==> config.mk <==
export PLATFORM = sky130hd
export DESIGN_NAME = level_decay_and_coef_staging
export DESIGN_NICKNAME = d
export VERILOG_FILES = /design/src/verilog/level_decay_pkg.sv /design/src/verilog/level_decay_and_coef_staging.sv
export SDC_FILE = /design/constraint.sdc
export NUM_CORES = 1
export LEC_CHECK = 0
export ABC_CLOCK_PERIOD_IN_PS = 7400
export BUFFER_PORTS_ARGS = -buffer_cell sky130_fd_sc_hd__clkbuf_2
export CORE_MARGIN = 5
export CORE_UTILIZATION = 55
export CTS_CLUSTER_SIZE = 24
export DETAILED_ROUTE_END_ITERATION = 8
export PLACE_DENSITY = 0.78
export RECOVER_POWER = 100
export SLEW_MARGIN = 25
export SYNTH_ARGS = -nofsm -noshare
export SYNTH_HDL_FRONTEND = slang
export SYNTH_SLANG_ARGS = --single-unit
==> constraint.sdc <==
create_clock -name mclk -period 7.4 [get_ports mclk]
set_clock_uncertainty 0.2 [all_clocks]
set_input_delay 0.37 -clock mclk [delete_from_list [all_inputs] [get_ports mclk]]
set_output_delay 0.37 -clock mclk [all_outputs]
set_load 0.02 [all_outputs]
==> src/verilog/level_decay_pkg.sv <==
// Constants for the level release rate and coefficient staging register slice.
// Behaviour
// - The 12-bit release rate sets how fast earlier attack attenuation is removed.
// - The rate code is a per-sample coefficient scaled by two to the 23rd.
// - The release coefficient is applied once per tick of the system sample rate.
// - Each staged coefficient has a full 16-bit register for its upper sixteen bits.
// - Each companion register holds bits 3:0 of the coefficient; bits 15:4 read zero.
package level_decay_pkg;
	localparam int ADDR_W = 16;
	localparam int DATA_W = 16;
	localparam int RATE_W = 12;
	localparam int LOW_W = 4;
	localparam int COEF_W = 20;
	localparam int ATTEN_W = 24;
	localparam int PROD_W = ATTEN_W + RATE_W;
	localparam int COEF_FRAC = 23;
	localparam logic [ADDR_W-1:0] ADDR_RELEASE_RATE = 16'h012a;
	localparam logic [ADDR_W-1:0] ADDR_B1_UPPER = 16'h012c;
	localparam logic [ADDR_W-1:0] ADDR_B1_LOWER = 16'h012e;
	localparam logic [ADDR_W-1:0] ADDR_B2_UPPER = 16'h0130;
	localparam logic [ADDR_W-1:0] ADDR_B2_LOWER = 16'h0132;
	localparam logic [ADDR_W-1:0] ADDR_A1_UPPER = 16'h0134;
	localparam logic [ADDR_W-1:0] ADDR_A1_LOWER = 16'h0136;
	localparam logic [ADDR_W-1:0] ADDR_A2_UPPER = 16'h0138;
	localparam logic [ADDR_W-1:0] ADDR_A2_LOWER = 16'h013a;
	localparam logic [ADDR_W-1:0] ADDR_ATTEN_STATUS = 16'h013c;
	localparam logic [RATE_W-1:0] RESET_RELEASE_RATE = 12'h050;
	localparam logic [DATA_W-1:0] RESET_UPPER = 16'h0000;
	localparam logic [LOW_W-1:0] RESET_LOWER = 4'h0;
	localparam logic [ATTEN_W-1:0] RESET_ATTEN = 24'h000000;
	localparam logic [DATA_W-1:0] READ_UNMAPPED = 16'h0000;
endpackage : level_decay_pkg

==> src/verilog/level_decay_and_coef_staging.sv <==
// Register slice holding the level release rate, its release engine and coefficient staging.
`timescale 1ns/10ps
`default_nettype none
module level_decay_and_coef_staging (
	input wire logic mclk,
	input wire logic sys_rst,
	input wire logic [level_decay_pkg::ADDR_W-1:0] reg_addr,
	input wire logic [level_decay_pkg::DATA_W-1:0] reg_wdata,
	input wire logic reg_wr,
	input wire logic reg_rd,
	output logic [level_decay_pkg::DATA_W-1:0] reg_rdata,
	input wire logic sample_tick,
	input wire logic atten_load,
	input wire logic [level_decay_pkg::ATTEN_W-1:0] atten_in,
	output logic [level_decay_pkg::ATTEN_W-1:0] atten_out,
	input wire logic coef_commit,
	output logic [level_decay_pkg::COEF_W-1:0] active_b1,
	output logic [level_decay_pkg::COEF_W-1:0] active_b2,
	output logic [level_decay_pkg::COEF_W-1:0] active_a1,
	output logic [level_decay_pkg::COEF_W-1:0] active_a2
);
	// Joins an upper half and its four low bits into one coefficient.
	function automatic logic [level_decay_pkg::COEF_W-1:0] join_coef(
		input logic [level_decay_pkg::DATA_W-1:0] upper,
		input logic [level_decay_pkg::LOW_W-1:0] lower
	);
		join_coef = {upper, lower};
	endfunction : join_coef

	// One release step: attenuation times the coefficient, shifted down by 23 bits.
	// The product never exceeds the attenuation, so the difference cannot wrap.
	function automatic logic [level_decay_pkg::ATTEN_W-1:0] release_step(
		input logic [level_decay_pkg::ATTEN_W-1:0] atten,
		input logic [level_decay_pkg::RATE_W-1:0] rate
	);
		logic [level_decay_pkg::PROD_W-1:0] prod;
		logic [level_decay_pkg::PROD_W-1:0] shifted;
		prod = {{level_decay_pkg::RATE_W{1'b0}}, atten} * {{level_decay_pkg::ATTEN_W{1'b0}}, rate};
		// Only the bits above the fraction survive; the shifted value is at most 13 bits wide.
		shifted = prod >> level_decay_pkg::COEF_FRAC;
		release_step = atten - shifted[level_decay_pkg::ATTEN_W-1:0];
	endfunction : release_step

	// Returns a low half as a full read word with the reserved bits at zero.
	function automatic logic [level_decay_pkg::DATA_W-1:0] low_word(
		input logic [level_decay_pkg::LOW_W-1:0] lower
	);
		low_word = {{(level_decay_pkg::DATA_W - level_decay_pkg::LOW_W){1'b0}}, lower};
	endfunction : low_word

	logic [level_decay_pkg::RATE_W-1:0] rate_q;
	logic [level_decay_pkg::DATA_W-1:0] b1_up_q;
	logic [level_decay_pkg::DATA_W-1:0] b2_up_q;
	logic [level_decay_pkg::DATA_W-1:0] a1_up_q;
	logic [level_decay_pkg::DATA_W-1:0] a2_up_q;
	logic [level_decay_pkg::LOW_W-1:0] b1_lo_q;
	logic [level_decay_pkg::LOW_W-1:0] b2_lo_q;
	logic [level_decay_pkg::LOW_W-1:0] a1_lo_q;
	logic [level_decay_pkg::LOW_W-1:0] a2_lo_q;
	logic [level_decay_pkg::ATTEN_W-1:0] atten_q;
	logic [level_decay_pkg::DATA_W-1:0] rdata_d;
	logic [level_decay_pkg::DATA_W-1:0] rdata_q;
	logic [level_decay_pkg::COEF_W-1:0] act_b1_q;
	logic [level_decay_pkg::COEF_W-1:0] act_b2_q;
	logic [level_decay_pkg::COEF_W-1:0] act_a1_q;
	logic [level_decay_pkg::COEF_W-1:0] act_a2_q;

	assign reg_rdata = rdata_q;
	assign atten_out = atten_q;
	assign active_b1 = act_b1_q;
	assign active_b2 = act_b2_q;
	assign active_a1 = act_a1_q;
	assign active_a2 = act_a2_q;

	// Release rate register; bits 15:12 are dropped and read back as zero.
	always_ff @(posedge mclk or posedge sys_rst) begin
		if (sys_rst) begin
			rate_q <= level_decay_pkg::RESET_RELEASE_RATE;
		end else if (reg_wr && reg_addr == level_decay_pkg::ADDR_RELEASE_RATE) begin
			rate_q <= reg_wdata[level_decay_pkg::RATE_W-1:0];
		end
	end

	// Upper halves keep all sixteen bits.
	always_ff @(posedge mclk or posedge sys_rst) begin
		if (sys_rst) begin
			b1_up_q <= level_decay_pkg::RESET_UPPER;
			b2_up_q <= level_decay_pkg::RESET_UPPER;
			a1_up_q <= level_decay_pkg::RESET_UPPER;
			a2_up_q <= level_decay_pkg::RESET_UPPER;
		end else if (reg_wr) begin
			case (reg_addr)
				level_decay_pkg::ADDR_B1_UPPER: b1_up_q <= reg_wdata;
				level_decay_pkg::ADDR_B2_UPPER: b2_up_q <= reg_wdata;
				level_decay_pkg::ADDR_A1_UPPER: a1_up_q <= reg_wdata;
				level_decay_pkg::ADDR_A2_UPPER: a2_up_q <= reg_wdata;
				default: begin
				end
			endcase
		end
	end

	// Lower halves store only bits 3:0; writes to the reserved bits are ignored.
	always_ff @(posedge mclk or posedge sys_rst) begin
		if (sys_rst) begin
			b1_lo_q <= level_decay_pkg::RESET_LOWER;
			b2_lo_q <= level_decay_pkg::RESET_LOWER;
			a1_lo_q <= level_decay_pkg::RESET_LOWER;
			a2_lo_q <= level_decay_pkg::RESET_LOWER;
		end else if (reg_wr) begin
			case (reg_addr)
				level_decay_pkg::ADDR_B1_LOWER: b1_lo_q <= reg_wdata[level_decay_pkg::LOW_W-1:0];
				level_decay_pkg::ADDR_B2_LOWER: b2_lo_q <= reg_wdata[level_decay_pkg::LOW_W-1:0];
				level_decay_pkg::ADDR_A1_LOWER: a1_lo_q <= reg_wdata[level_decay_pkg::LOW_W-1:0];
				level_decay_pkg::ADDR_A2_LOWER: a2_lo_q <= reg_wdata[level_decay_pkg::LOW_W-1:0];
				default: begin
				end
			endcase
		end
	end

	// Attenuation from the attack side; a load in the same tick wins over release,
	// because fresh attack attenuation must never be lost to a release step.
	always_ff @(posedge mclk or posedge sys_rst) begin
		if (sys_rst) begin
			atten_q <= level_decay_pkg::RESET_ATTEN;
		end else if (atten_load) begin
			atten_q <= atten_in;
		end else if (sample_tick) begin
			atten_q <= release_step(atten_q, rate_q);
		end
	end

	// The active filter sees staged values only on a commit pulse.
	always_ff @(posedge mclk or posedge sys_rst) begin
		if (sys_rst) begin
			act_b1_q <= '0;
			act_b2_q <= '0;
			act_a1_q <= '0;
			act_a2_q <= '0;
		end else if (coef_commit) begin
			act_b1_q <= join_coef(b1_up_q, b1_lo_q);
			act_b2_q <= join_coef(b2_up_q, b2_lo_q);
			act_a1_q <= join_coef(a1_up_q, a1_lo_q);
			act_a2_q <= join_coef(a2_up_q, a2_lo_q);
		end
	end

	// Read decode; unmapped addresses return zero.
	always_comb begin
		rdata_d = level_decay_pkg::READ_UNMAPPED;
		case (reg_addr)
			level_decay_pkg::ADDR_RELEASE_RATE: rdata_d = {4'h0, rate_q};
			level_decay_pkg::ADDR_B1_UPPER: rdata_d = b1_up_q;
			level_decay_pkg::ADDR_B1_LOWER: rdata_d = low_word(b1_lo_q);
			level_decay_pkg::ADDR_B2_UPPER: rdata_d = b2_up_q;
			level_decay_pkg::ADDR_B2_LOWER: rdata_d = low_word(b2_lo_q);
			level_decay_pkg::ADDR_A1_UPPER: rdata_d = a1_up_q;
			level_decay_pkg::ADDR_A1_LOWER: rdata_d = low_word(a1_lo_q);
			level_decay_pkg::ADDR_A2_UPPER: rdata_d = a2_up_q;
			level_decay_pkg::ADDR_A2_LOWER: rdata_d = low_word(a2_lo_q);
			level_decay_pkg::ADDR_ATTEN_STATUS: rdata_d = atten_q[level_decay_pkg::ATTEN_W-1 -: 16];
			default: rdata_d = level_decay_pkg::READ_UNMAPPED;
		endcase
	end

	// Read data stand only in the cycle after the strobe, zero otherwise.
	always_ff @(posedge mclk or posedge sys_rst) begin
		if (sys_rst) begin
			rdata_q <= level_decay_pkg::READ_UNMAPPED;
		end else if (reg_rd) begin
			rdata_q <= rdata_d;
		end else begin
			rdata_q <= level_decay_pkg::READ_UNMAPPED;
		end
	end
endmodule : level_decay_and_coef_staging
`default_nettype wire

# Word-level counts from Yosys, hierarchy flattened
# Cells that the tools add are included.
dict set report word_totals {
  ff_bits 212
  in_bits 63
  out_inout_bits 120
  word_cells 41
}
dict set report classes {
  add_sub_neg 1
  mul 1
  eq_ne 10
  mux 4
  reduce_logical 10
}
# cell count
set ops {}
lappend ops {{$eq A16 B9 Y1 const B} 10}
lappend ops {{$pmux W16 S10} 1}
lappend ops {{$mux W24} 2}
lappend ops {{$mul A24 B12 Y36} 1}
lappend ops {{$sub A24 B13 Y24} 1}
lappend ops {{$mux W16} 1}
lappend ops {{$reduce_and A2 Y1} 8}
lappend ops {{$reduce_bool A2 Y1} 1}
lappend ops {{$logic_and A1 B1 Y1} 1}

# Logic depth before layout (Yosys ltp)
dict set report logic_depth {
  word_depth 4
  mapped_depth 30
  depth_no_buf 28
}

# Worst setup path before layout
# Ideal clock, no wire load.
dict set report synth_path {
  path_kind {reg2reg}
  from {register rate_q[4] (netlist bit)}
  to {register atten_q (netlist bit atten_out[22])}
  arrival_time_ns 7.123
  required_ns 7.075
  setup_slack_ns -0.048
  path_stages_with_launch 29
  synth_period_minus_slack_ns 7.448
  path_cell_list {dfstp_2 clkbuf_1 clkbuf_1 nand2_1 fa_1 inv_1 fa_1 inv_1 fa_1 inv_1 fa_1 inv_1 fa_1 inv_1 ha_1 clkbuf_1 and4_1 o21ai_0 o41ai_2 a41oi_1 xor2_1 ha_1 a21o_1 a211oi_1 nor2_1 o41ai_2 nand2_1 xnor2_1 mux2_2}
}
dict set report synth_between {
  elab_chain_cells 4
}
# element line
set synth_rtl {}
lappend synth_rtl {{from (decl)} level_decay_and_coef_staging.sv:51} ;# logic [level_decay_pkg::RATE_W-1:0] rate_q;
lappend synth_rtl {{from (signal assigned)} level_decay_and_coef_staging.sv:78} ;# rate_q <= level_decay_pkg::RESET_RELEASE_RATE;
lappend synth_rtl {{from (signal assigned)} level_decay_and_coef_staging.sv:80} ;# rate_q <= reg_wdata[level_decay_pkg::RATE_W-1:0];
lappend synth_rtl {{$mul A24 B12 Y36} level_decay_and_coef_staging.sv:38} ;# prod = {{level_decay_pkg::RATE_W{1'b0}}, atten} * {{level_decay_pkg::ATTEN_W{1'b0}}, rate};
lappend synth_rtl {{$sub A24 B13 Y24} level_decay_and_coef_staging.sv:41} ;# release_step = atten - shifted[level_decay_pkg::ATTEN_W-1:0];
lappend synth_rtl {{$mux W24} level_decay_and_coef_staging.sv:129} ;# end else if (sample_tick) begin
lappend synth_rtl {{$mux W24} level_decay_and_coef_staging.sv:127} ;# end else if (atten_load) begin
lappend synth_rtl {{to (signal assigned)} level_decay_and_coef_staging.sv:126} ;# atten_q <= level_decay_pkg::RESET_ATTEN;
lappend synth_rtl {{to (signal assigned)} level_decay_and_coef_staging.sv:128} ;# atten_q <= atten_in;
lappend synth_rtl {{to (signal assigned)} level_decay_and_coef_staging.sv:130} ;# atten_q <= release_step(atten_q, rate_q);
lappend synth_rtl {{to (decl)} level_decay_and_coef_staging.sv:60} ;# logic [level_decay_pkg::ATTEN_W-1:0] atten_q;
# No other way between the ends. The select of a mux whose other input is x is not followed.
# A chain may end at the register's enable or synchronous reset.

# Worst setup path in the final report
dict set report layout_path {
  from {register rate_q[4] (netlist bit)}
  to {register atten_q (netlist bit atten_out[14])}
}
# Same word-level chain as after synthesis.

==> flow_metrics.py <==
metrics = {
    "outcome": {
        "status": "finished, violations left",
        "violations": "capacitance limit, slew limit",
    },
    "cells_and_area": {
        "stdcell_count": 2452,
        "final_cell_area_um2": 21220,
        "nFillCells": 2468,
        "drive_gt1_frac": 0.2311,
        "area_growth_pct": 17.61,
        "finalNetCount": 2363,
        "regArea_um2": 5328,
        "multi_input_area_um2": 11650,
    },
    "routing": {
        "drt-pass1-iter-count": 6,
        "drtAntennaViolNets": 0,
        "viasPerCell": 5.913,
        "routed_wl_mm": 52.75,
        "post-route-drc-count": 0,
        "wl_per_cell_um": 21.51,
        "vias": 14500,
        "drtIter0Drc": 1187,
    },
    "floorplanning": {
        "die_area_um2": 36520,
        "pin_count": 183,
        "fp.dieH_um": 191.1,
        "start_util": 0.5558,
        "die_x_um": 191.1,
        "core_area_um2": 32450,
        "num_rows": 66,
    },
    "placed_design": {
        "placed_area_um2": 19870,
        "gp_congestion": 0.9393,
        "portBuffers": 182,
        "dpl.hpwl_mm": 38.16,
        "dpl.cell_count": 2362,
        "pre_cts_ws_ns": -0.1148,
    },
    "yosys": {
        "synthesis.area_um2": 18040,
        "synth_most_common_cell": "nand2_1",
        "async_flop_share": 1.000,
        "synth_top_area_cell": "dfrtp_1",
        "synth_seq_cells": 212,
        "synth.top_cell.area_share": 0.2913,
        "syn_avg_cell_area_um2": 10.31,
        "yosysSeqAreaShare": 0.2942,
        "synth_cell_types": 69,
        "synthTopCellsByArea": "dfrtp_1 (29%), fa_1 (24%), mux2_2 (10%), ha_1 (5.8%), nand2_1 (5.6%)",
        "syn-num-nets": 2116,
        "synthTopCellsByCount": "nand2_1 (269), inv_1 (257), fa_1 (220)",
        "yosysWarnings": 0,
        "synth_cells": 1750,
        "synth_flop_cell": "dfrtp_1",
        "synth_edf_count": 0,
    },
    "global_routing": {
        "grt_pass1_wl_mm": 81.03,
        "grt-ovfl-total": 0,
        "antenna_found_initial": 2,
        "grt_pass1_vias": 15350,
        "grt_util_all_layers": 0.2790,
        "grt_max_degree": 146,
    },
    "power": {
        "p_total_uw": 2725,
        "power.leakage_uw": 0.01041,
        "pwr_density_cell_nw_per_um2": 128.4,
        "peakVddDrop_mv": 0.1724,
    },
    "clock_tree": {
        "root_buffer": "clkbuf_16",
        "cts.sinks": 212,
        "cts_max_level": 1,
        "tritoncts": "yes",
        "numCtsBuffers": 20,
        "insertion_delay_ns": 0.51,
        "path_clk_slew_ns": 0.07,
        "cts_buffer_depth": 3,
    },
    "worst_setup_path": {
        "cp.arrival_ns": 7.52,
        "cp.depth": 27,
        "critPathLaunchType": "flip-flop",
        "rrSetupSlack_ns": 0.03,
        "worstRegToRegCells": 27,
        "cp-end-kind": "flip-flop",
        "crit_fanout": 5,
        "critPathBufInv": 6,
        "r2r_end": "atten_out[14]$_DFFE_PP0P_",
        "cp_top_family": "adder cells",
        "critPathMostFrequentCell": "fa_1",
        "worstReg2RegStart": "rate_q[4]$_DFFE_PP1P_",
        "cpMaxStageDelayCell": "dfstp_4",
        "slowest_delay_ns": 0.67,
        "critical_path_required_ns": 7.55,
        "crit_type": "reg -> reg",
    },
    "sta": {
        "hold_ws_ns": 0.02451,
        "fin_crit_sh": 0.9953,
        "setup_violations": 0,
        "finalHoldViolations": 0,
        "fmax_ghz": 0.1358,
        "finalCriticalPeriod_ns": 7.365,
        "setup_slack_ns": 0.03479,
        "finalMaxSlewViolations": 184,
        "worst_pin_slew_ns": 4.715,
        "max-slew-margin-rel": -2.143,
    },
    "run": {
        "cap_violations": 4,
    },
    "min_path": {
        "holdPathEnd": "b2_up_q[6]$_DFFE_PP0P_",
        "worstHoldStart": "reg_wdata[6]",
        "hold_path_depth": 2,
        "hold_class": "in -> reg",
    },
}
## final cells by class
class	count	share of cell area
Antenna cell	2	0.0002359
Timing Repair Buffer	327	0.09660
Clock inverter	8	0.005131
Clock buffer	25	0.02542
Multi-Input combinational cell	1179	0.5494
Sequential cell	212	0.2511
Inverter	257	0.04606
Tap cell	442	0.02607
## worst max-delay path by stage
stage,startpoint,end
after floorplan,rate_q[4]$_DFFE_PP1P_,atten_out[22]$_DFFE_PP0P_
after global placement,rate_q[6]$_DFFE_PP1P_,atten_out[7]$_DFFE_PP0P_
after detailed placement,rate_q[6]$_DFFE_PP1P_,atten_out[7]$_DFFE_PP0P_
after CTS,rate_q[6]$_DFFE_PP1P_,atten_out[17]$_DFFE_PP0P_
after global routing,rate_q[4]$_DFFE_PP1P_,atten_out[14]$_DFFE_PP0P_
final,rate_q[4]$_DFFE_PP1P_,atten_out[14]$_DFFE_PP0P_
## kinds of logic (layout without fill, tap and decap cells)
kind of cell	count (synthesis)	in the layout	synth area share
buf+inv	359	617	0.07588
fa+ha+maj	303	303	0.3017
compound gates	194	194	0.07276
flops	212	212	0.2942
mux	180	180	0.1140
simple gates	472	472	0.1268
xor+xnor	30	30	0.01457
other cells	0	2	0
## layout by cell type, fill, tap and decap left out, types with 12 or more instances in the layout
cell type	instances
a222oi_1	27
ha_4	12
xnor2_1	18
ha_1	67
fa_1	215
nor2_1	28
a21oi_2	12
inv_1	255
dfrtp_1	200
o21ai_0	33
and2_1	74
dlygate4sd3_1	35
nand2_1	268
mux2_2	163
xor2_1	12
clkbuf_1	113
buf_4	93
clkbuf_2	77
clkbuf_16	20
nor3_1	16
a21oi_1	44
## metal layers
layer	part of all wire	GRT usage
met1	0.37	0.3650
met3	0.089	0.05935
met5	0	0
met2	0.49	0.4634
met4	0.045	0.09945
## power by group
group | internal (µW) | switching [µW] | leakage [µW] | total [µW]
combinational | 167 | 270 | 0.00719 | 436
sequential | 1180 | 65.6 | 0.00290 | 1240
clock | 590 | 456 | 0.000320 | 1050
total | 1930 | 792 | 0.0104 | 2730
## timing repair
| item | in CTS | in global routing |
|---|---|---|
| buffers inserted | 0 | 19 |
| hold endpoints to repair | 183 | 0 |
| pin swaps | 0 | 50 |
| gates resized for setup | 5 | 96 |
| setup endpoints to repair | 9 | 20 |
| hold buffers | 35 | 0 |
## sequential cells by signal (all words and copies together) (netlist names), 20 cells and up
signal	cells
atten_out	24
active_a1	20
active_a2	20
active_b1	20
active_b2	20
## metrics by stage
| step | setup TNS [ns] | utilization |
|---|---|---|
| 2_1_floorplan | 0 | - |
| 3_3_place_gp | 0 | 0.6121 |
| 3_5_place_dp | -0.4155 | 0.6122 |
| 4_1_cts | 0 | 0.6434 |
| 5_1_grt | -0.6862 | 0.6537 |
| 6_report | 0 | 0.6537 |
(Power assumes the default switching activity.)
